==> src/design/adc_datapath_consts.vh <==
// constants for the sample path control block
`ifndef ADC_DATAPATH_CONSTS_VH
`define ADC_DATAPATH_CONSTS_VH
`define ADDR_SWAP_MUX_DELAY 12'h09b
`define ADDR_DITHER_CONTROL 12'h09d
`define ADDR_SAMPLE_LSB_CONTROL 12'h160
`define RST_SWAP_MUX_DELAY 5'h07
`define RST_DITHER_CONTROL 3'h0
`define RST_SAMPLE_LSB_CONTROL 1'h0
`define BIT_DITHER_ENABLE 0
`define BIT_DITHER_AMPLITUDE 1
`define BIT_ROUNDING_TARGET 2
`define BIT_TIMESTAMP_INSERT 0
`define SAMPLE_WIDTH 12
`define LINK_WIDTH 16
`define TIMESTAMP_LATENCY 4
`endif

==> src/design/adc_datapath_swap_dither_timestamp_ctrl.v <==
// register bank and sample path control for swap mux, dither and timestamp
//
// Function
// A five-bit swap mux delay register takes any value 0 to 31 and resets to 7.
// The delayed selection steers which core sample stream feeds each encoder.
// The programmed delay is used only while a background swap is in progress.
// Software tunes the delay so the switch falls where both streams are valid.
// Dither control bit 0, reset 0, enables converter dither.
// Dither control bit 1 selects small (0) or large (1) dither amplitude.
// Dither control bit 2 picks whether rounding error hits SNR or offset and spurs.
// Software writes reserved bits with their reset value of zero.
// Sample control bit 0 puts the timestamp input on the sample lsb.
// Timestamp latency through the block equals that of the samples.
// With a wider link field the timestamp takes the extra lsb, not the sample lsb.
// The lane alignment control-bit count always reports zero.
// Software enables the timestamp receiver whenever insertion is enabled.
`include "adc_datapath_consts.vh"

// ****************************************
// three-flop synchroniser with agree filter
// ****************************************
module pin_sync_filter #(
  parameter RESET_VALUE = 1'b0
) (
  // clock and reset
  input wire clk_sys,
  input wire reset_n,
  // raw and filtered level
  input wire pinLevel,
  output reg filteredLevel
);

  reg syncStage1;
  reg syncStage2;
  reg syncStage3;

  // change counts once second and third flop agree
  always @(posedge clk_sys or negedge reset_n) begin
    if (!reset_n) begin
      syncStage1 <= RESET_VALUE;
      syncStage2 <= RESET_VALUE;
      syncStage3 <= RESET_VALUE;
      filteredLevel <= RESET_VALUE;
    end else begin
      syncStage1 <= pinLevel;
      syncStage2 <= syncStage1;
      syncStage3 <= syncStage2;
      if (syncStage2 == syncStage3) begin
        filteredLevel <= syncStage3;
      end
    end
  end

endmodule

// ****************************************
// fixed-length sample delay line
// ****************************************
module sample_delay_line #(
  parameter WIDTH = 12,
  parameter DEPTH = 4
) (
  // clock and reset
  input wire clk_sys,
  input wire reset_n,
  // sample in and delayed sample out
  input wire [WIDTH-1:0] sampleIn,
  output wire [WIDTH-1:0] sampleOut
);

  reg [WIDTH-1:0] stage [0:DEPTH-1];
  integer i;

  always @(posedge clk_sys or negedge reset_n) begin
    if (!reset_n) begin
      for (i = 0; i < DEPTH; i = i + 1) begin
        stage[i] <= {WIDTH{1'b0}};
      end
    end else begin
      stage[0] <= sampleIn;
      for (i = 1; i < DEPTH; i = i + 1) begin
        stage[i] <= stage[i-1];
      end
    end
  end

  assign sampleOut = stage[DEPTH-1];

endmodule

module adc_datapath_swap_dither_timestamp_ctrl (
  // clock and reset
  input wire clk_sys,
  input wire reset_n,
  // register port
  input wire [11:0] regAddr,
  input wire [7:0] regWriteData,
  input wire regWrite,
  input wire regRead,
  output reg [7:0] regReadData,
  // swap control
  input wire swapActive,
  input wire muxSelect,
  output reg encoderSelect,
  // core samples and timestamp
  input wire [11:0] coreSampleA,
  input wire [11:0] coreSampleB,
  input wire timestampIn,
  output reg [15:0] linkSample0,
  output reg [15:0] linkSample1,
  // dither and alignment settings
  output reg ditherEnable,
  output reg ditherAmplitudeSelect,
  output reg roundingErrorTarget,
  output reg [1:0] alignControlBits
);

  // ****************************************
  // registers
  // ****************************************
  reg [4:0] swapMuxDelay;
  reg [2:0] ditherControl;
  reg timestampInsertEnable;
  reg [4:0] next_swapMuxDelay;
  reg [2:0] next_ditherControl;
  reg next_timestampInsertEnable;
  wire writeSwapDelay;
  wire writeDither;
  wire writeLsbControl;

  // ****************************************
  // register decode
  // ****************************************
  // exact address decode, unmapped writes dropped
  assign writeSwapDelay = regWrite && (regAddr == `ADDR_SWAP_MUX_DELAY);
  assign writeDither = regWrite && (regAddr == `ADDR_DITHER_CONTROL);
  assign writeLsbControl = regWrite && (regAddr == `ADDR_SAMPLE_LSB_CONTROL);

  // reserved bits not stored
  always @* begin
    next_swapMuxDelay = swapMuxDelay;
    next_ditherControl = ditherControl;
    next_timestampInsertEnable = timestampInsertEnable;
    if (writeSwapDelay) begin
      next_swapMuxDelay = regWriteData[4:0];
    end
    if (writeDither) begin
      next_ditherControl = regWriteData[2:0]; // see see
    end
    if (writeLsbControl) begin
      next_timestampInsertEnable = regWriteData[`BIT_TIMESTAMP_INSERT];
    end
  end

  always @(posedge clk_sys or negedge reset_n) begin
    if (!reset_n) begin
      swapMuxDelay <= `RST_SWAP_MUX_DELAY;
      ditherControl <= `RST_DITHER_CONTROL;
      timestampInsertEnable <= `RST_SAMPLE_LSB_CONTROL;
    end else begin
      swapMuxDelay <= next_swapMuxDelay;
      ditherControl <= next_ditherControl;
      timestampInsertEnable <= next_timestampInsertEnable;
    end
  end

  // ****************************************
  // read port
  // ****************************************
  reg [7:0] next_regReadData;

  // unmapped reads and reserved bits read zero
  always @* begin
    next_regReadData = 8'h00;
    if (regRead) begin
      case (regAddr)
        `ADDR_SWAP_MUX_DELAY: next_regReadData = {3'h0, swapMuxDelay};
        `ADDR_DITHER_CONTROL: next_regReadData = {5'h00, ditherControl};
        `ADDR_SAMPLE_LSB_CONTROL: next_regReadData = {7'h00, timestampInsertEnable};
        default: next_regReadData = 8'h00;
      endcase
    end
  end

  // data stand one cycle after the strobe only
  always @(posedge clk_sys or negedge reset_n) begin
    if (!reset_n) begin
      regReadData <= 8'h00;
    end else begin
      regReadData <= next_regReadData;
    end
  end

  // ****************************************
  // dither settings
  // ****************************************
  reg next_ditherEnable;
  reg next_ditherAmplitudeSelect;
  reg next_roundingErrorTarget;

  always @* begin
    next_ditherEnable = ditherControl[`BIT_DITHER_ENABLE];
    next_ditherAmplitudeSelect = ditherControl[`BIT_DITHER_AMPLITUDE];
    next_roundingErrorTarget = ditherControl[`BIT_ROUNDING_TARGET];
  end

  always @(posedge clk_sys or negedge reset_n) begin
    if (!reset_n) begin
      ditherEnable <= 1'b0;
      ditherAmplitudeSelect <= 1'b0;
      roundingErrorTarget <= 1'b0;
      alignControlBits <= 2'h0;
    end else begin
      ditherEnable <= next_ditherEnable;
      ditherAmplitudeSelect <= next_ditherAmplitudeSelect;
      roundingErrorTarget <= next_roundingErrorTarget;
      alignControlBits <= 2'h0;
    end
  end

  // ****************************************
  // synchronisers
  // ****************************************
  wire swapState;
  wire selState;
  wire stampState;

  // swap flag, selection and timestamp come from outside the clock domain
  pin_sync_filter #(
    .RESET_VALUE(1'b0)
  ) swapSync_u (
    .clk_sys(clk_sys),
    .reset_n(reset_n),
    .pinLevel(swapActive),
    .filteredLevel(swapState)
  );

  pin_sync_filter #(
    .RESET_VALUE(1'b0)
  ) selSync_u (
    .clk_sys(clk_sys),
    .reset_n(reset_n),
    .pinLevel(muxSelect),
    .filteredLevel(selState)
  );

  pin_sync_filter #(
    .RESET_VALUE(1'b0)
  ) stampSync_u (
    .clk_sys(clk_sys),
    .reset_n(reset_n),
    .pinLevel(timestampIn),
    .filteredLevel(stampState)
  );

  // ****************************************
  // swap mux selection delay
  // ****************************************
  reg [31:0] selectHistory;
  wire [4:0] tapIndex;
  wire delayedSelect;
  reg next_encoderSelect;

  always @(posedge clk_sys or negedge reset_n) begin
    if (!reset_n) begin
      selectHistory <= 32'h00000000;
    end else begin
      selectHistory <= {selectHistory[30:0], selState};
    end
  end

  // tap n-1 is n cycles older; delay 0 bypasses the history
  assign tapIndex = swapMuxDelay - 5'h01;
  assign delayedSelect = (swapMuxDelay == 5'h00) ? selState : selectHistory[tapIndex];

  always @* begin
    next_encoderSelect = selState;
    if (swapState) begin
      next_encoderSelect = delayedSelect;
    end
  end

  always @(posedge clk_sys or negedge reset_n) begin
    if (!reset_n) begin
      encoderSelect <= 1'b0;
    end else begin
      encoderSelect <= next_encoderSelect;
    end
  end

  // ****************************************
  // sample delay and timestamp insertion
  // ****************************************
  wire [11:0] tailA;
  wire [11:0] tailB;
  wire stampBit;

  // samples wait the same stages as the timestamp synchroniser
  sample_delay_line #(
    .WIDTH(`SAMPLE_WIDTH),
    .DEPTH(`TIMESTAMP_LATENCY)
  ) delayA_u (
    .clk_sys(clk_sys),
    .reset_n(reset_n),
    .sampleIn(coreSampleA),
    .sampleOut(tailA)
  );

  sample_delay_line #(
    .WIDTH(`SAMPLE_WIDTH),
    .DEPTH(`TIMESTAMP_LATENCY)
  ) delayB_u (
    .clk_sys(clk_sys),
    .reset_n(reset_n),
    .sampleIn(coreSampleB),
    .sampleOut(tailB)
  );

  assign stampBit = stampState & timestampInsertEnable; // see

  // ****************************************
  // link output
  // ****************************************
  reg [15:0] next_linkSample0;
  reg [15:0] next_linkSample1;

  // sample, zero pad, then stamp in the extra lsb
  always @* begin
    next_linkSample0 = {tailA, 3'h0, stampBit};
    next_linkSample1 = {tailB, 3'h0, stampBit};
    if (encoderSelect) begin
      next_linkSample0 = {tailB, 3'h0, stampBit};
      next_linkSample1 = {tailA, 3'h0, stampBit};
    end
  end

  always @(posedge clk_sys or negedge reset_n) begin
    if (!reset_n) begin
      linkSample0 <= 16'h0000;
      linkSample1 <= 16'h0000;
    end else begin
      linkSample0 <= next_linkSample0;
      linkSample1 <= next_linkSample1;
    end
  end

endmodule

==> config.mk <==
export PLATFORM = sky130hd
export DESIGN_NAME = adc_datapath_swap_dither_timestamp_ctrl
export DESIGN_NICKNAME = d
export VERILOG_FILES = /design/src/design/adc_datapath_swap_dither_timestamp_ctrl.v
export VERILOG_INCLUDE_DIRS = /design/src /design/src/design
export SDC_FILE = /design/constraint.sdc
export NUM_CORES = 1
export LEC_CHECK = 0
export BUFFER_PORTS_ARGS = -buffer_cell sky130_fd_sc_hd__buf_2
export CAP_MARGIN = 40
export CORE_ASPECT_RATIO = 0.8
export CORE_UTILIZATION = 45
export CTS_CLUSTER_SIZE = 10
export DETAILED_ROUTE_END_ITERATION = 6
export GPL_ROUTABILITY_DRIVEN = 0
export PLACE_DENSITY = 0.72
export SYNTH_ARGS = -nofsm -noshare
export SYNTH_HDL_FRONTEND = slang
export SYNTH_SLANG_ARGS = --single-unit
==> constraint.sdc <==
create_clock -name clk_sys -period 4.2 [get_ports clk_sys]
set_clock_uncertainty 0.1 [all_clocks]
set_input_delay 1.26 -clock clk_sys [delete_from_list [all_inputs] [get_ports clk_sys]]
set_output_delay 1.26 -clock clk_sys [all_outputs]
set_load 0.005 [all_outputs]
# After elaboration in Yosys (flattened, before gate mapping)
# Cells that the tools add are included.
[totals]
output_inout_bits = 46
reg_bits = 193
wordCells = 52
[op_classes]
eq_ne = 6
n_addsub = 1
order_cmp = 1
n_mux = 8
reduce_logical = 4
n_bitwise = 1
[ops]
columns = ["op", "count"]
rows = [
  ["16-bit two-way mux", 2],
  ["12-bit by 8-bit == test with 1-bit output, second input constant", 2],
  ["5-bit one-hot mux with 3 select lines", 1],
  ["12-bit by 9-bit == test with 1-bit output, second input constant", 1],
  ["8-bit two-way mux", 1],
  ["5-bit by 6-bit < comparator with 1-bit output, second input constant", 1],
  ["1-bit binary-select mux with 5-bit select", 1],
  ["5-bit zero test", 1],
  ["5-bit by 1-bit subtractor with 5-bit output, second input constant", 1],
  ["1-bit == test", 3],
  ["1-bit logical AND", 3],
  ["1-bit two-way mux", 3],
  ["1-bit bitwise AND", 1],
]

# Longest topological paths before layout
[logic_depth]
word_depth = 5
mapped_depth = 9
ltp_nobuf = 7

# Hierarchy
# Synthesis repeated with hierarchy kept, for this count alone.
[hier_totals]
cells_unflattened = 312
hier_area_um2 = 5856.9
[by_module_without_submodules]
columns = ["mod", "cells_each", "seq_area_each_um2", "n_inst", "area_each_um2"]
rows = [
  ["adc_datapath_swap_dither_timestamp_ctrl", 177, 1880.6, 1, 2940.3],
  ["sample_delay_line", 60, 1201.2, 2, 1291.2],
  ["pin_sync_filter", 5, 100.1, 3, 111.4],
]

# Worst setup path after synthesis
# Ideal clock, no wire load.
[synth_timing]
path_type = "input -> register"
from = "input regAddr[5]"
to = "register swapMuxDelay[3]"
path_buffers = 0
path_stages = 5
arrival_ns = 2.327
slack_ns = 1.648
path_cell_list = "nand4b_1 > nor4b_1 > and4b_2 > nand2_4 > mux2_2"
[synth_between]
elab_chain_cells = 2
[synth_lines]
columns = ["element", "line_no", "text"]
rows = [
  ["start: declaration", "adc_datapath_swap_dither_timestamp_ctrl.v:96", "input wire [11:0] regAddr,"],
  ["12-bit by 8-bit == test with 1-bit output", "n/a", ""],
  ["1-bit logical AND", "adc_datapath_swap_dither_timestamp_ctrl.v:135", "assign writeSwapDelay = regWrite && (regAddr == `ADDR_SWAP_MUX_DELAY);"],
  ["end signal: assignment", "adc_datapath_swap_dither_timestamp_ctrl.v:157", "swapMuxDelay <= `RST_SWAP_MUX_DELAY;"],
  ["end signal: assignment", "adc_datapath_swap_dither_timestamp_ctrl.v:161", "swapMuxDelay <= next_swapMuxDelay;"],
  ["end: declaration", "adc_datapath_swap_dither_timestamp_ctrl.v:121", "reg [4:0] swapMuxDelay;"],
]
# No other way between the ends.
# A chain may end at the register's enable or synchronous reset.

# Worst setup path in the final report
[layout_timing]
from = "register encoderSelect"
to = "output encoderSelect"
[layout_rtl]
columns = ["element", "line_no", "text"]
rows = [
  ["start: declaration", "adc_datapath_swap_dither_timestamp_ctrl.v:104", "output reg encoderSelect,"],
  ["start signal: assignment", "adc_datapath_swap_dither_timestamp_ctrl.v:287", "encoderSelect <= next_encoderSelect;"],
]
# No word-level cell between the ends.

==> out/metrics.yaml <==
logic_synthesis:
  syn-cell-area_um2: 5630
  ys.warnings.count: 0
  synthCells: 287
  yosysTopAreaCellShare: 0.799
  synth_compound_area_frac: 0.00688
  synthTopCellsByArea: "dfrtp_1, mux2_2, mux4_1"
  yosysUniqueCellTypes: 36
  synth-simple-area-share: 0.0306
  ys_seq_area_frac: 0.813
  syn_avg_cell_area_um2: 19.6
  yosysTopAreaCell: "dfrtp_1"
  yosys-mux-area-fraction: 0.113
  synthAdderAreaFrac: 0.00755
  synth_top_family_by_area: "multiplexers"
  synth_xor_area_frac: 0.00444
  yosys_register_bits: 183
clock_tree:
  clock-sinks: 183
  cts_resized: 0
  insertion_delay_ns: 0.42
  cts_tree: "yes"
  cts_buffers: 17
  clk_pin_slew_ns: 0.07
  hold_buffers: 0
  cts_setup_buffers: 0
  clockBufferDepth: 2
  root_buffer: "clkbuf_16"
  h-tree-depth: 4
route:
  avgRoutedWirePerCell_um: 14.3
  num_vias: 2612
  vias_per_cell: 4.60
  drtPass1Iterations: 4
  drtAntennaViolNets: 0
  drt_iter0_markers: 122
  route.detailed.drc: 0
  routed_wl_um: 8110
sta:
  whs_ns: 0.248
  relSlewSlack: 0.458
  slew_viol_final: 0
  grt_setup_unrepaired: "no"
  max_freq_mhz: 383
  finalCritPeriodShare: 0.622
  setup_slack_ns: 1.59
  hold_viol_final: 0
  setup_viol: 0
  tightestPinTransition_ns: 0.814
  min_period_ns: 2.61
  setup-tns-final_ns: 0
floorplan:
  fp.dieW_um: 127
  num_io_pins: 97
  rows: 36
  initial_core_util: 0.462
  die_area_um2: 13000
  die_h_um: 102
  core-area_um2: 12200
finish:
  area_growth_pct: 21.4
  drive_gt1_frac: 0.401
  fill_cells: 925
  fin_area_um2: 6840
  nNetsFinal: 436
  diodes: 0
outcome:
  status: "finished, final reports clean"
worst_setup_path:
  critical_path_class: "register to output pin"
  worst-r2r-setup-slack_ns: 1.70
  critPathLaunchType: "register"
  crit_path_end_kind: "output pin"
  crit_arrival_ns: 1.25
  path_max_fanout: 25
  worstPathRequired_ns: 2.84
place:
  post-dp-hpwl_um: 4990
  port_buffers: 82
  placed_cell_area_um2: 6210
  place_ws_ns: 1.38
power_and_ir_drop:
  clock_power_share: 0.442
  leakagePower_nw: 3.22
  combPwrFrac: 0.043
  p_total_mw: 3.71
  irDropWorstVdd_mv: 0.349
  p_sw_mw: 0.843
  p_int_mw: 2.87
  p_per_area_nw_per_um2: 543
  p_sw_frac: 0.227
  seq_power_share: 0.515
flow_run:
  drv_cap: 0
global_routing:
  grt_usage: 0.137
  grt_pass1_wl_um: 12900
  grt.overflow.total: 0
  grt_start_max_net_pins: 96
  grt_pass1_vias: 2644
  antenna_found_initial: 0
hold_path:
  min_path_type: "register to register"
[state kept, by name (all words and copies together), names as in the netlist, 3 cells and up]
register            cells
delayA_u.sampleOut     12
ditherControl           3
delayB_u.stage         36
delayA_u.stage         36
selectHistory          32
delayB_u.sampleOut     12
swapMuxDelay            5
linkSample1            12
regReadData             5
linkSample0            13
[cells in the final DEF, fill, tap and decap left out, types with 2 or more instances in the layout]
master     instances
a22oi_1            2
and3_1             4
buf_2             81
buf_4              2
bufinv_16          2
clkbuf_16         17
clkinv_4           2
conb_1            11
dfrtp_1          180
dfstp_2            3
inv_1              2
inv_6              2
inv_8              8
maj3_1             3
mux2_2            33
mux2i_1            6
mux4_1             6
mux4_2             2
nand2_1            3
nor2b_1            3
nor3_1             3
nor4b_1            2
[final timing paths]
path                                      start  depth (start not counted)                     end
min                        selSync_u.syncStage1                          0    selSync_u.syncStage2
max in group asynchronous               reset_n                          2      delayA_u.stage[26]
min reg2reg                selSync_u.syncStage1                          0    selSync_u.syncStage2
max                               encoderSelect                          2           encoderSelect
min in group asynchronous               reset_n                          1  delayA_u.sampleOut[11]
max reg2reg                     swapMuxDelay[0]                          7           encoderSelect
[worst max-delay path, cell delays in order (launching register included)]
cell and delay, ns:
dfrtp_1 0.32, buf_4 0.32, buf_2 0.18
[final cells by class]
type | count | area, µm² | area share
inverters | 2 | 7.51 | 0.00110
clock inverters | 15 | 201 | 0.0295
multi-input cells | 95 | 955 | 0.140
clock buffers | 17 | 425 | 0.0622
flip-flops and latches | 183 | 4580 | 0.670
well taps | 171 | 214 | 0.0313
repair buffers | 85 | 452 | 0.0661
[metrics by stage]
| stage | utilization | instances |
|---|---|---|
| after global routing | 0.560 | 568 |
| after CTS | 0.560 | 568 |
| after floorplan | - | 297 |
| after global placement | 0.509 | 536 |
| after detailed placement | 0.509 | 536 |
| final | 0.560 | 568 |
[layer usage]
metal,vias to the layer above,part of all wire,GRT usage
li1,1165,-,-
met3,21,0.043,0.0524
met2,58,0.50,0.200
met4,0,0.025,0.0879
met5,-,0,0
met1,1368,0.44,0.173
[Yosys cell counts]
cell and number:
nor3b_1 1, nor4_1 1, nand3_1 1, mux2i_1 6
ha_1 1, xnor2_1 1, conb_1 1, maj3_1 3
buf_6 1, nor2_1 1, or3b_2 1, clkbuf_8 1
dfrtp_1 180, inv_1 2, and3_1 4, nor4bb_1 1
a22oi_1 2, a21oi_1 1, nor4b_1 2, a222oi_1 1
mux2_2 33, nand2_4 1, nand2b_1 1, clkbuf_1 3
mux4_1 6, nand4b_1 1, dfstp_2 3, xor2_2 1
and4b_2 1, o32ai_1 1, nor3_1 3, and2_1 1
mux4_2 2, nand2_1 3, nor2b_1 3, buf_4 12
[logic make-up (layout without fill, tap and decap cells)]
kind of cell / Yosys count / after routing
other: 1 / 11
adders and majority gates: 4 / 4
buffers and inverters: 19 / 119
DFF: 183 / 183
and+or+nand+nor: 26 / 26
AOI/OAI and AO/OA: 5 / 5
xor gates and xnor gates: 2 / 2
muxes: 47 / 47
[power groups by stage]
| stage | Sequential, mW | Combinational (mW) | Clock (mW) |
|---|---|---|---|
| 2_1_floorplan | 1.94 | 0.0684 | 0 |
| 3_3_place_gp | 1.94 | 0.156 | 0 |
| 3_5_place_dp | 1.95 | 0.161 | 0 |
| 4_1_cts | 1.91 | 0.163 | 1.69 |
| 5_1_grt | 1.92 | 0.177 | 1.77 |
| 6_report | 1.91 | 0.159 | 1.64 |
Note: power is estimated with default switching activity, not from simulation.
